--- src/rtl/adc_cmd_map.svh ---
// register map, field positions, reset values and counts of the command port
`ifndef ADC_CMD_MAP_SVH
`define ADC_CMD_MAP_SVH
// ==========================================================
// register offsets
`define ADC_REG_MAIN 4'h0
`define ADC_REG_TIMING 4'h1
`define ADC_REG_FIXED 4'h2
`define ADC_REG_SCAN_DIF 4'h3
`define ADC_REG_SCAN_LO 4'h4
`define ADC_REG_SCAN_HI 4'h5
`define ADC_REG_MONITOR 4'h6
`define ADC_REG_PORT_DIR 4'h7
`define ADC_REG_PORT_VAL 4'h8
`define ADC_REG_ID 4'h9
// ==========================================================
// reset values and writable-bit masks
`define ADC_DEF_MAIN 8'h0a
`define ADC_DEF_TIMING 8'h83
`define ADC_DEF_FIXED 8'h00
`define ADC_DEF_SCAN_DIF 8'h00
`define ADC_DEF_SCAN_LO 8'hff
`define ADC_DEF_SCAN_HI 8'hff
`define ADC_DEF_MONITOR 8'h00
`define ADC_DEF_PORT_DIR 8'hff
`define ADC_DEF_PORT_VAL 8'h00
`define ADC_MASK_MAIN 8'h7e
`define ADC_MASK_MONITOR 8'h3d
`define ADC_MASK_ALL 8'hff
// ==========================================================
// field positions
`define ADC_MAIN_TIMEOUT_BIT 6
`define ADC_MAIN_FIXED_BIT 5
`define ADC_MAIN_EXT_IN_BIT 4
`define ADC_MAIN_CLK_OUT_BIT 3
`define ADC_MAIN_CHOP_BIT 2
`define ADC_MAIN_STATUS_BIT 1
`define ADC_TIM_IDLE_BIT 7
`define ADC_TIM_DELAY_HI 6
`define ADC_TIM_DELAY_LO 4
`define ADC_TIM_BIAS_HI 3
`define ADC_TIM_BIAS_LO 2
`define ADC_TIM_RATE_HI 1
`define ADC_TIM_RATE_LO 0
`define ADC_CMD_CODE_HI 7
`define ADC_CMD_CODE_LO 5
`define ADC_CMD_BURST_BIT 4
`define ADC_CMD_ADDR_HI 3
`define ADC_CMD_ADDR_LO 0
// ==========================================================
// counts and channel ids
`define ADC_TIMEOUT_LONG 13'd4096
`define ADC_TIMEOUT_SHORT 13'd256
`define ADC_CH_SUPPLY 5'h1a
`define ADC_CH_REF 5'h1d
// ==========================================================
// host controller registers
`define HOST_REG_TX 4'h0
`define HOST_REG_RX 4'h1
`define HOST_REG_STAT 4'h2
`define HOST_TX_END_BIT 8
`define HOST_STAT_BUSY_BIT 0
`define HOST_STAT_OPEN_BIT 1
`define HOST_HALF_CYCLES 8'd6
`endif

--- src/rtl/adc_cmd_pkg.sv ---
// types shared by both ends of the command port
package adc_cmd_pkg;
	typedef enum logic [2:0] {
		CMD_DIRECT_A = 3'h0,
		CMD_DATA_READ = 3'h1,
		CMD_REG_READ = 3'h2,
		CMD_REG_WRITE = 3'h3,
		CMD_PULSE = 3'h4,
		CMD_RESERVED = 3'h5,
		CMD_RESET = 3'h6,
		CMD_DIRECT_B = 3'h7
	} cmd_code_t;
	typedef enum logic [1:0] {
		DEV_CMD = 2'h0,
		DEV_XFER = 2'h1,
		DEV_HOLD = 2'h3
	} dev_state_t;
	typedef enum logic [1:0] {
		OP_REG_RD = 2'h0,
		OP_REG_WR = 2'h1,
		OP_DATA_CMD = 2'h3,
		OP_DATA_DIRECT = 2'h2
	} op_t;
	typedef enum logic [1:0] {
		H_IDLE = 2'h0,
		H_LOW = 2'h1,
		H_HIGH = 2'h3,
		H_END = 2'h2
	} host_state_t;
endpackage

--- src/rtl/spi_link_if.sv ---
// serial link between host controller and converter command port
`timescale 1ns/100ps
`default_nettype none
interface spi_link_if;
	logic sclk;
	logic cs_n;
	logic mosi;
	logic miso;
	logic miso_oe;
	modport dev (input sclk, input cs_n, input mosi, output miso,
		output miso_oe);
	modport host (output sclk, output cs_n, output mosi, input miso);
endinterface
`default_nettype wire

--- src/rtl/adc_cmd_device.sv ---
// converter end: command decoder and configuration register bank
//
// Design decision made here: the plain strobed port.
`include "adc_cmd_map.svh"
`timescale 1ns/100ps
`default_nettype none
module adc_cmd_device #(
	parameter logic [7:0] DEVICE_ID = 8'h5a, // arbitrary value
	parameter logic [12:0] TMO_LONG = `ADC_TIMEOUT_LONG,
	parameter logic [12:0] TMO_SHORT = `ADC_TIMEOUT_SHORT
) (
	input wire logic clk_sys, // master clock
	input wire logic reset_n, // async reset, active low
	spi_link_if.dev link, // serial link
	input wire logic [7:0] conv_status, // status byte of last result
	input wire logic [15:0] conv_data, // last conversion result
	input wire logic [4:0] monitor_channel, // channel being measured
	input wire logic clock_source_pin, // high: clock pin is input
	input wire logic [7:0] port_pins_in, // port pin levels
	output logic scan_or_fixed_select, // 1 = fixed channel
	output logic external_adc_input_select, // route via ext pins
	output logic clock_out_enable, // drive clock pin
	output logic chop_enable, // external loop chopping
	output logic idle_kind_select, // 1 = sleep
	output logic [2:0] switch_delay, // channel switch delay
	output logic [1:0] bias_current_select, // bias source code
	output logic [1:0] conversion_rate_select, // data rate code
	output logic [7:0] fixed_input_pair, // zero in scan mode
	output logic [31:0] scan_select, // zero in fixed mode
	output logic [7:0] port_direction, // 1 = input
	output logic [7:0] port_value, // output levels
	output logic pulse_convert, // one-cycle convert pulse
	output logic channel_pointer_reset, // one-cycle pulse
	output logic serial_reset // one-cycle pulse on idle-clock interface reset
);
	logic [11:0] sync_s;
	logic sclk_s, cs_n_s, mosi_s, clk_src_s, sclk_d_q;
	logic [7:0] pins_s;
	logic [7:0] regs_q [0:8];
	adc_cmd_pkg::dev_state_t state_q;
	adc_cmd_pkg::op_t op_q;
	adc_cmd_pkg::cmd_code_t code;
	logic [2:0] bit_q;
	logic [7:0] rx_q, tx_q, rx_byte, next_byte, preload;
	logic [3:0] addr_q;
	logic burst_q;
	logic [1:0] dix_q, first_ix;
	logic [12:0] idle_q, limit;
	logic rise, fall, byte_done, tmo, if_reset, reg_we, cmd_reset;

	pin_sync #(.W(12)) u_sync (
		.clk_sys(clk_sys),
		.reset_n(reset_n),
		.pin_in({link.sclk, link.cs_n, link.mosi, clock_source_pin,
			port_pins_in}),
		.pin_out(sync_s)
	);
	assign {sclk_s, cs_n_s, mosi_s, clk_src_s, pins_s} = sync_s;

	// ==========================================================
	// helpers
	function automatic logic [7:0] reg_default(input logic [3:0] a);
		case (a)
			`ADC_REG_MAIN: reg_default = `ADC_DEF_MAIN;
			`ADC_REG_TIMING: reg_default = `ADC_DEF_TIMING;
			`ADC_REG_FIXED: reg_default = `ADC_DEF_FIXED;
			`ADC_REG_SCAN_DIF: reg_default = `ADC_DEF_SCAN_DIF;
			`ADC_REG_SCAN_LO: reg_default = `ADC_DEF_SCAN_LO;
			`ADC_REG_SCAN_HI: reg_default = `ADC_DEF_SCAN_HI;
			`ADC_REG_MONITOR: reg_default = `ADC_DEF_MONITOR;
			`ADC_REG_PORT_DIR: reg_default = `ADC_DEF_PORT_DIR;
			default: reg_default = `ADC_DEF_PORT_VAL;
		endcase
	endfunction

	// reserved bits always read back as zero
	function automatic logic [7:0] reg_mask(input logic [3:0] a);
		case (a)
			`ADC_REG_MAIN: reg_mask = `ADC_MASK_MAIN;
			`ADC_REG_MONITOR: reg_mask = `ADC_MASK_MONITOR;
			default: reg_mask = `ADC_MASK_ALL;
		endcase
	endfunction

	// byte 0 status, 1 data msb, 2 data lsb
	function automatic logic [7:0] data_byte(input logic [1:0] i);
		case (i)
			2'h0: data_byte = conv_status;
			2'h1: data_byte = conv_data[15:8];
			default: data_byte = conv_data[7:0];
		endcase
	endfunction

	// ==========================================================
	// edges, received byte, interface reset causes
	assign rise = sclk_s & ~sclk_d_q;
	assign fall = ~sclk_s & sclk_d_q;
	assign rx_byte = {rx_q[6:0], mosi_s};
	assign byte_done = rise & (bit_q == 3'h7) & ~cs_n_s;
	assign code = adc_cmd_pkg::cmd_code_t'(rx_byte[`ADC_CMD_CODE_HI:
		`ADC_CMD_CODE_LO]);
	assign limit = regs_q[`ADC_REG_MAIN][`ADC_MAIN_TIMEOUT_BIT] ?
		TMO_SHORT : TMO_LONG;
	assign tmo = ~cs_n_s & ~rise & ~fall & (idle_q == limit - 13'h1);
	assign if_reset = cs_n_s | tmo;
	// status leads a direct read only in scan mode with status on
	assign first_ix = (~regs_q[`ADC_REG_MAIN][`ADC_MAIN_FIXED_BIT] &
		regs_q[`ADC_REG_MAIN][`ADC_MAIN_STATUS_BIT]) ? 2'h0 : 2'h1;
	assign preload = data_byte(first_ix);
	assign reg_we = byte_done & (state_q == adc_cmd_pkg::DEV_XFER) &
		(op_q == adc_cmd_pkg::OP_REG_WR);
	assign cmd_reset = byte_done & (state_q == adc_cmd_pkg::DEV_CMD) &
		(code == adc_cmd_pkg::CMD_RESET);

	// byte loaded at each byte boundary of the outgoing stream
	always_comb begin
		next_byte = 8'h00;
		case (state_q)
			adc_cmd_pkg::DEV_CMD: next_byte = preload;
			adc_cmd_pkg::DEV_XFER: begin
				case (op_q)
					adc_cmd_pkg::OP_REG_RD: begin
						if (addr_q == `ADC_REG_PORT_VAL)
							next_byte = pins_s;
						else if (addr_q == `ADC_REG_ID)
							next_byte = DEVICE_ID;
						else if (addr_q < `ADC_REG_ID)
							next_byte = regs_q[addr_q];
						else
							next_byte = 8'h00;
					end
					adc_cmd_pkg::OP_REG_WR: next_byte = 8'h00;
					default: next_byte = data_byte(dix_q);
				endcase
			end
			default: next_byte = 8'h00;
		endcase
	end

	// ==========================================================
	// idle watchdog on the serial clock
	always_ff @(posedge clk_sys or negedge reset_n) begin
		if (!reset_n) begin
			idle_q <= 13'h0;
			sclk_d_q <= 1'b0;
		end else begin
			sclk_d_q <= sclk_s;
			if (cs_n_s | rise | fall | tmo)
				idle_q <= 13'h0;
			else
				idle_q <= idle_q + 13'h1;
		end
	end

	// shift registers; miso changes on falling edges and on interface reset
	always_ff @(posedge clk_sys or negedge reset_n) begin
		if (!reset_n) begin
			rx_q <= 8'h00;
			tx_q <= 8'h00;
			bit_q <= 3'h0;
		end else if (if_reset) begin
			bit_q <= 3'h0;
			tx_q <= preload;
		end else begin
			if (rise) begin
				rx_q <= rx_byte;
				bit_q <= bit_q + 3'h1;
			end
			if (fall)
				tx_q <= (bit_q == 3'h0) ? next_byte : {tx_q[6:0], 1'b0};
		end
	end

	// ==========================================================
	// command decoder
	always_ff @(posedge clk_sys or negedge reset_n) begin
		if (!reset_n) begin
			state_q <= adc_cmd_pkg::DEV_CMD;
			op_q <= adc_cmd_pkg::OP_REG_RD;
			addr_q <= 4'h0;
			burst_q <= 1'b0;
			dix_q <= 2'h0;
		end else if (if_reset) begin
			state_q <= adc_cmd_pkg::DEV_CMD;
		end else if (byte_done) begin
			case (state_q)
				adc_cmd_pkg::DEV_CMD: begin
					case (code)
						adc_cmd_pkg::CMD_DIRECT_A,
						adc_cmd_pkg::CMD_DIRECT_B: begin
							op_q <= adc_cmd_pkg::OP_DATA_DIRECT;
							dix_q <= first_ix + 2'h1;
							state_q <= adc_cmd_pkg::DEV_XFER;
						end
						adc_cmd_pkg::CMD_DATA_READ: begin
							op_q <= adc_cmd_pkg::OP_DATA_CMD;
							dix_q <= 2'h0;
							state_q <= adc_cmd_pkg::DEV_XFER;
						end
						adc_cmd_pkg::CMD_REG_READ,
						adc_cmd_pkg::CMD_REG_WRITE: begin
							op_q <= (code == adc_cmd_pkg::CMD_REG_READ) ?
								adc_cmd_pkg::OP_REG_RD :
								adc_cmd_pkg::OP_REG_WR;
							addr_q <= rx_byte[`ADC_CMD_ADDR_HI:
								`ADC_CMD_ADDR_LO];
							burst_q <= rx_byte[`ADC_CMD_BURST_BIT];
							state_q <= adc_cmd_pkg::DEV_XFER;
						end
						// pulse, reset and reserved stay ready for a command
						default: state_q <= adc_cmd_pkg::DEV_CMD;
					endcase
				end
				adc_cmd_pkg::DEV_XFER: begin
					if (op_q == adc_cmd_pkg::OP_DATA_CMD ||
						op_q == adc_cmd_pkg::OP_DATA_DIRECT) begin
						if (dix_q == 2'h2)
							state_q <= (op_q == adc_cmd_pkg::OP_DATA_DIRECT) ?
								adc_cmd_pkg::DEV_HOLD :
								adc_cmd_pkg::DEV_CMD;
						else
							dix_q <= dix_q + 2'h1;
					end else if (burst_q && addr_q < `ADC_REG_ID) begin
						addr_q <= addr_q + 4'h1;
					end else begin
						state_q <= adc_cmd_pkg::DEV_CMD;
					end
				end
				// after a direct read only deselect or timeout frees it
				default: state_q <= adc_cmd_pkg::DEV_HOLD;
			endcase
		end
	end

	// ==========================================================
	// register bank; identity and port levels are not stored
	always_ff @(posedge clk_sys or negedge reset_n) begin
		if (!reset_n) begin
			for (int i = 0; i < 9; i++)
				regs_q[i] <= reg_default(4'(i));
		end else if (cmd_reset) begin
			for (int i = 0; i < 9; i++)
				regs_q[i] <= reg_default(4'(i));
		end else if (reg_we && addr_q < `ADC_REG_ID) begin
			regs_q[addr_q] <= rx_byte & reg_mask(addr_q);
		end
	end

	// ==========================================================
	// registered side outputs and pulses
	always_ff @(posedge clk_sys or negedge reset_n) begin
		if (!reset_n) begin
			external_adc_input_select <= 1'b0;
			clock_out_enable <= 1'b0;
			fixed_input_pair <= 8'h00;
			scan_select <= 32'h0;
			pulse_convert <= 1'b0;
			channel_pointer_reset <= 1'b0;
			serial_reset <= 1'b0;
			link.miso_oe <= 1'b0;
		end else begin
			// monitors other than offset always use the internal path
			external_adc_input_select <=
				regs_q[`ADC_REG_MAIN][`ADC_MAIN_EXT_IN_BIT] &
				~(monitor_channel >= `ADC_CH_SUPPLY &&
				monitor_channel <= `ADC_CH_REF);
			clock_out_enable <= regs_q[`ADC_REG_MAIN][`ADC_MAIN_CLK_OUT_BIT] &
				~clk_src_s;
			if (regs_q[`ADC_REG_MAIN][`ADC_MAIN_FIXED_BIT]) begin
				fixed_input_pair <= regs_q[`ADC_REG_FIXED];
				scan_select <= 32'h0;
			end else begin
				fixed_input_pair <= 8'h00;
				scan_select <= {regs_q[`ADC_REG_MONITOR],
					regs_q[`ADC_REG_SCAN_HI], regs_q[`ADC_REG_SCAN_LO],
					regs_q[`ADC_REG_SCAN_DIF]};
			end
			pulse_convert <= byte_done & (state_q == adc_cmd_pkg::DEV_CMD) &
				~if_reset & (code == adc_cmd_pkg::CMD_PULSE);
			channel_pointer_reset <= reg_we &
				addr_q >= `ADC_REG_SCAN_DIF && addr_q <= `ADC_REG_MONITOR;
			serial_reset <= if_reset & ~cs_n_s | tmo;
			link.miso_oe <= ~cs_n_s;
		end
	end

	assign link.miso = tx_q[7];
	assign scan_or_fixed_select = regs_q[`ADC_REG_MAIN][`ADC_MAIN_FIXED_BIT];
	assign chop_enable = regs_q[`ADC_REG_MAIN][`ADC_MAIN_CHOP_BIT];
	assign idle_kind_select = regs_q[`ADC_REG_TIMING][`ADC_TIM_IDLE_BIT];
	assign switch_delay = regs_q[`ADC_REG_TIMING][`ADC_TIM_DELAY_HI:
		`ADC_TIM_DELAY_LO];
	assign bias_current_select = regs_q[`ADC_REG_TIMING][`ADC_TIM_BIAS_HI:
		`ADC_TIM_BIAS_LO];
	assign conversion_rate_select = regs_q[`ADC_REG_TIMING][`ADC_TIM_RATE_HI:
		`ADC_TIM_RATE_LO];
	assign port_direction = regs_q[`ADC_REG_PORT_DIR];
	assign port_value = regs_q[`ADC_REG_PORT_VAL];
endmodule
`default_nettype wire

--- src/rtl/pin_sync.sv ---
// two-flop synchroniser for pins from another clock domain
`timescale 1ns/100ps
`default_nettype none
module pin_sync #(
	parameter int W = 1
) (
	input wire logic clk_sys, // system clock
	input wire logic reset_n, // async reset, active low
	input wire logic [W-1:0] pin_in, // raw pins
	output logic [W-1:0] pin_out // synchronised pins
);
	logic [W-1:0] meta_q;

	// ==========================================================
	// first stage feeds only the second
	always_ff @(posedge clk_sys or negedge reset_n) begin
		if (!reset_n) begin
			meta_q <= '0;
			pin_out <= '0;
		end else begin
			meta_q <= pin_in;
			pin_out <= meta_q;
		end
	end
endmodule
`default_nettype wire

--- src/flat_wrapper.sv ---
// flat-port wrapper written by rule: the top's interface ports become plain ports
module adc_cmd_device_flat 
#(
	parameter logic [7:0] DEVICE_ID = 8'h5a,                   
	parameter logic [12:0] TMO_LONG = `ADC_TIMEOUT_LONG,
	parameter logic [12:0] TMO_SHORT = `ADC_TIMEOUT_SHORT
)
  (clk_sys, reset_n, conv_status, conv_data, monitor_channel, clock_source_pin, port_pins_in, scan_or_fixed_select, external_adc_input_select, clock_out_enable, chop_enable, idle_kind_select, switch_delay, bias_current_select, conversion_rate_select, fixed_input_pair, scan_select, port_direction, port_value, pulse_convert, channel_pointer_reset, serial_reset, link_sclk, link_cs_n, link_mosi, link_miso, link_miso_oe);
  spi_link_if link_i ();
  input wire logic clk_sys;
  input wire logic reset_n;
  input wire logic [7:0] conv_status;
  input wire logic [15:0] conv_data;
  input wire logic [4:0] monitor_channel;
  input wire logic clock_source_pin;
  input wire logic [7:0] port_pins_in;
  output logic scan_or_fixed_select;
  output logic external_adc_input_select;
  output logic clock_out_enable;
  output logic chop_enable;
  output logic idle_kind_select;
  output logic [2:0] switch_delay;
  output logic [1:0] bias_current_select;
  output logic [1:0] conversion_rate_select;
  output logic [7:0] fixed_input_pair;
  output logic [31:0] scan_select;
  output logic [7:0] port_direction;
  output logic [7:0] port_value;
  output logic pulse_convert;
  output logic channel_pointer_reset;
  output logic serial_reset;
  input wire logic [$bits(link_i.sclk)-1:0] link_sclk;
  input wire logic [$bits(link_i.cs_n)-1:0] link_cs_n;
  input wire logic [$bits(link_i.mosi)-1:0] link_mosi;
  output wire logic [$bits(link_i.miso)-1:0] link_miso;
  output wire logic [$bits(link_i.miso_oe)-1:0] link_miso_oe;
  assign link_i.sclk = link_sclk;
  assign link_i.cs_n = link_cs_n;
  assign link_i.mosi = link_mosi;
  assign link_miso = link_i.miso;
  assign link_miso_oe = link_i.miso_oe;
  adc_cmd_device #(.DEVICE_ID(DEVICE_ID), .TMO_LONG(TMO_LONG), .TMO_SHORT(TMO_SHORT)) u_core (.clk_sys(clk_sys), .reset_n(reset_n), .link(link_i), .conv_status(conv_status), .conv_data(conv_data), .monitor_channel(monitor_channel), .clock_source_pin(clock_source_pin), .port_pins_in(port_pins_in), .scan_or_fixed_select(scan_or_fixed_select), .external_adc_input_select(external_adc_input_select), .clock_out_enable(clock_out_enable), .chop_enable(chop_enable), .idle_kind_select(idle_kind_select), .switch_delay(switch_delay), .bias_current_select(bias_current_select), .conversion_rate_select(conversion_rate_select), .fixed_input_pair(fixed_input_pair), .scan_select(scan_select), .port_direction(port_direction), .port_value(port_value), .pulse_convert(pulse_convert), .channel_pointer_reset(channel_pointer_reset), .serial_reset(serial_reset));
endmodule
--- config.mk ---
export PLATFORM = sky130hd
export DESIGN_NAME = adc_cmd_device_flat
export DESIGN_NICKNAME = d
export VERILOG_FILES = /design/src/rtl/adc_cmd_pkg.sv /design/src/rtl/spi_link_if.sv /design/src/rtl/adc_cmd_device.sv /design/src/rtl/pin_sync.sv /design/src/flat_wrapper.sv
export VERILOG_INCLUDE_DIRS = /design/src /design/src/rtl
export SDC_FILE = /design/constraint.sdc
export NUM_CORES = 1
export LEC_CHECK = 0
export BUFFER_PORTS_ARGS = -buffer_cell sky130_fd_sc_hd__clkbuf_2
export CAP_MARGIN = 20
export CORE_ASPECT_RATIO = 1.5
export CORE_MARGIN = 2
export CORE_UTILIZATION = 60
export CTS_BUF_LIST = sky130_fd_sc_hd__clkbuf_4
export DETAILED_ROUTE_END_ITERATION = 10
export PLACE_DENSITY = 0.88
export REMOVE_ABC_BUFFERS = 1
export SLEW_MARGIN = 10
export SYNTH_ARGS = -nofsm -noshare
export SYNTH_HDL_FRONTEND = slang
export SYNTH_HIERARCHICAL = 1
export SYNTH_SLANG_ARGS = --single-unit
--- constraint.sdc ---
create_clock -name clk_sys -period 3.2 [get_ports clk_sys]
set_clock_uncertainty 0.15 [all_clocks]
set_input_delay 0.48 -clock clk_sys [delete_from_list [all_inputs] [get_ports clk_sys]]
set_output_delay 0.48 -clock clk_sys [all_outputs]
set_load 0.05 [all_outputs]
==> impl_metrics.py <==
metrics = {
    "critical_path": {
        "critical_path.endpoint_type": "flip-flop",
        "worst-endpoint-arrival_ns": 2.93,
        "r2r-end": "u_core/tx_q[6]$_DFFE_PN0P_",
        "path_class": "reg -> reg",
        "rrSetupSlack_ns": 0.61,
        "crit_path_max_fanout": 15,
        "critical_path_required_ns": 3.53,
        "crit_path_start_kind": "flip-flop",
        "regToRegStartpoint": "u_core/addr_q[0]$_DFFE_PN0P_",
        "reg2reg_depth": 6,
    },
    "sta": {
        "final-max-slew-violation-count": 0,
        "max-slew-margin-rel_pct": 56.3,
        "final.period_utilization_pct": 81.1,
        "period_needed_ns": 2.59,
        "achievable-frequency_mhz": 385,
        "setup_failing_eps_final": 0,
        "hold_violations": 0,
        "tightest_pin_transition_ns": 0.652,
        "totalNegativeSetupSlack_ns": 0,
        "grt_setup_unrepaired": "false",
    },
    "power": {
        "clock_power_share_pct": 33.0,
        "power_switching_share_pct": 28.7,
        "comb_power_share_pct": 7.2,
        "netsw_mw": 1.21,
        "p_int_mw": 3.02,
        "pwr_density_cell_mw_per_mm2": 440,
        "seq_power_share_pct": 59.8,
        "power.leakage_nw": 4.64,
        "power.ir.vdd_worst_v": 0.000253,
    },
    "yosys": {
        "synthDominantAreaCellType": "dfrtp_1",
        "yosysTopAreaCellShare_pct": 45.1,
        "synthesized_flop_and_latch_total": 185,
        "synth_area_per_cell_um2": 10.9,
        "synth_warnings": 6,
        "synth.top_cells.by_area": "dfrtp_1 45%, dfstp_2 8.8%, mux2i_1 4.5%, nor2b_1 3.1%, nor2_1 3.0%",
        "synth_seq_area_share_pct": 53.9,
        "synthesis.area_mm2": 0.00866,
        "ys_dominant_reg_cell": "dfrtp_1",
        "netlist_instances": 795,
        "netlist-cell-type-count": 72,
        "ys_async_sr_fraction_pct": 100,
        "synth_edf_count": 0,
    },
    "cts": {
        "htree_num_levels": 4,
        "cts_repair_resizes": 0,
        "postCtsSetupRepairBufs": 0,
        "clk_path_buf_depth": 2,
        "cts-hold-fix-buffers": 15,
        "clock-root-buffer": "clkbuf_4",
        "clkSlewWorstSetupHoldPaths_ns": 0.16,
        "clkLatencyLatePin_ns": 0.60,
        "cts.sink_count": 185,
        "cts_tree": "done",
        "cts_buffers": 17,
    },
    "layout": {
        "layout.cells.most_common": "dfrtp_1",
        "utilization_after_layout_pct": 68.5,
        "area_delta_synth_final_pct": 11.1,
        "layout-drive-gt1-share_pct": 25.9,
        "instances_no_fill": 1096,
        "layout_common_cells": "156 x dfrtp_1, 113 x clkbuf_2, 70 x nor2_1, 66 x nand2_1, 43 x nor2b_1",
        "finalNetCount": 944,
    },
    "placement": {
        "port-buffer-count": 114,
        "placed_cells_incl_taps": 1048,
        "routability_congestion": 0.925,
        "dpl.hpwl_mm": 14.1,
    },
    "flow_run": {
        "cap_viol_max_count": 0,
    },
    "floorplanning": {
        "row_count": 53,
        "fp.coreArea_mm2": 0.0141,
        "num_io_pins": 116,
        "chipHeight_um": 151,
        "die_w_um": 102,
        "design.die.area_mm2": 0.0154,
        "initial_utilization_pct": 61.6,
    },
    "global_route": {
        "groute.usage.overall_pct": 27.1,
        "grt_start_max_net_pins": 70,
        "final_global_route_overflow_total": 0,
        "first_global_vias": 6280,
        "grt_pass1_wl_mm": 31.9,
        "antenna_violations_before_repair": 1,
    },
    "detailed_routing": {
        "routed_wire_length_per_instance_um": 18.1,
        "firstDrtPassIters": 7,
        "post_drt_via_cell_ratio": 5.90,
        "dr_total_vias": 6469,
        "routed_wl_mm": 19.8,
        "antenna_violating_nets_post_route": 0,
        "drt_drc_violations_left": 0,
        "drt_iter0_drcs": 508,
    },
    "run_status": {
        "status": "completed",
    },
    "worst_hold_path": {
        "hold_path_end": "u_core/tx_q[5]$_DFFE_PN0P_",
        "hold_start": "conv_data[13]",
        "holdCritPathClass": "in -> reg",
        "holdPathStages": 4,
    },
}
per-layer routing:
metal / vias to the layer above / global-route usage, % / routed length, um
met3: 78 / 3.65 / 1070
met1: 3165 / 32.7 / 7430
li1: 2945 / - / -
met2: 281 / 45.5 / 10200
met4: 0 / 16.8 / 1160
met5: - / 0 / 0
logic make-up (layout without fill, tap and decap cells):
group                    after synthesis  in the layout  synth area share [%]
AO/OA/AOI/OAI                        145            145                  11.5
XOR/XNOR                              12             12                  1.21
buffers and inverters                 94            202                  6.47
AND/OR/NAND/NOR                      291            291                  17.6
multiplexers                          56             56                  7.63
adder cells (fa/ha/maj)               12             12                  1.72
flip-flops                           185            185                  53.9
other                                  0              1                     0
stage by stage:
| stage | worst slack, ns | total power, mW | area [um2] | hold WS [ns] |
|---|---|---|---|---|
| 2_1_floorplan | 0.119 | 2.67 | 8170 | 0.0344 |
| 6_report | 0.605 | 4.23 | 9620 | 0.191 |
| 3_5_place_dp | 0.605 | 2.86 | 9160 | 0.187 |
| 3_3_place_gp | 0.674 | 2.84 | 9160 | 0.182 |
| 5_1_grt | 0.383 | 4.38 | 9620 | 0.220 |
| 4_1_cts | 0.596 | 4.24 | 9620 | 0.171 |
worst max-delay path, cell delays in order (launching register included):
cell and delay [ns]:
dfrtp_1 0.76, buf_4 0.39, mux4_2 0.56, a21oi_1 0.23, nor4_1 0.10, a211oi_1 0.21
o22ai_1 0.09
Yosys cell counts, drive strengths merged, types with 3 or more instances:
| cell | n |
|---|---|
| a211oi | 3 |
| a21oi | 33 |
| a221oi | 3 |
| a22o | 11 |
| a22oi | 7 |
| a31oi | 6 |
| and2 | 14 |
| and3 | 8 |
| and4 | 4 |
| buf | 48 |
| clkbuf | 26 |
| dfrtp | 156 |
| dfstp | 29 |
| ha | 11 |
| inv | 20 |
| mux2 | 10 |
| mux2i | 39 |
| mux4 | 7 |
| nand2 | 69 |
| nand2b | 3 |
| nand3 | 42 |
| nand4 | 4 |
| nor2 | 72 |
| nor2b | 43 |
| nor3 | 14 |
| nor3b | 3 |
| nor4 | 5 |
| o2111ai | 3 |
| o211ai | 20 |
| o21ai | 32 |
| o22a | 4 |
| o22ai | 6 |
| or3 | 3 |
| xnor2 | 6 |
| xor2 | 6 |
power groups by stage:
stage | clock [mW] | sequential [mW] | combinational (mW)
after floorplan | 0 | 2.52 | 0.149
after global placement | 0 | 2.56 | 0.280
after detailed placement | 0 | 2.57 | 0.288
after CTS | 1.41 | 2.53 | 0.304
after global routing | 1.50 | 2.54 | 0.337
final | 1.40 | 2.53 | 0.304
final cells by class:
class | count | area, um2
fill | 1083 | 4430
antenna | 1 | 2.50
clock inverter | 15 | 183
multi-input combinational | 516 | 3430
clock buffer | 17 | 128
inverter | 20 | 75.1
timing repair buffer | 150 | 897
sequential | 185 | 4670
tap | 192 | 240
registers in the layout, summed over array words and instances, names as in the netlist, 2 cells and up:
signal	flops
u_core/idle_q	13
u_core/bias_current_select	2
u_core/u_sync/pin_out	12
u_core/op_q	2
u_core/port_direction	8
u_core/addr_q	4
u_core/switch_delay	3
u_core/conversion_rate_select	2
u_core/rx_q	7
u_core/scan_select	32
u_core/state_q	2
u_core/bit_q	3
u_core/tx_q	8
u_core/regs_q	46
u_core/port_value	8
u_core/u_sync/meta_q	12
u_core/dix_q	2
u_core/fixed_input_pair	8
how the worst max path moves through the flow:
| stage | startpoint | end | slack, ns |
|---|---|---|---|
| 3_3_place_gp | u_core/addr_q[0]$_DFFE_PN0P_ | u_core/tx_q[1]$_DFFE_PN0P_ | 0.67 |
| 4_1_cts | u_core/addr_q[0]$_DFFE_PN0P_ | u_core/tx_q[6]$_DFFE_PN0P_ | 0.60 |
| 2_1_floorplan | u_core/addr_q[0]$_DFFE_PN0P_ | u_core/addr_q[0]$_DFFE_PN0P_ | 0.12 |
| 6_report | u_core/addr_q[0]$_DFFE_PN0P_ | u_core/tx_q[6]$_DFFE_PN0P_ | 0.61 |
| 3_5_place_dp | u_core/addr_q[0]$_DFFE_PN0P_ | u_core/tx_q[6]$_DFFE_PN0P_ | 0.61 |
| 5_1_grt | u_core/addr_q[0]$_DFFE_PN0P_ | u_core/addr_q[0]$_DFFE_PN0P_ | 0.38 |
Power figures use the tool's default switching activity.
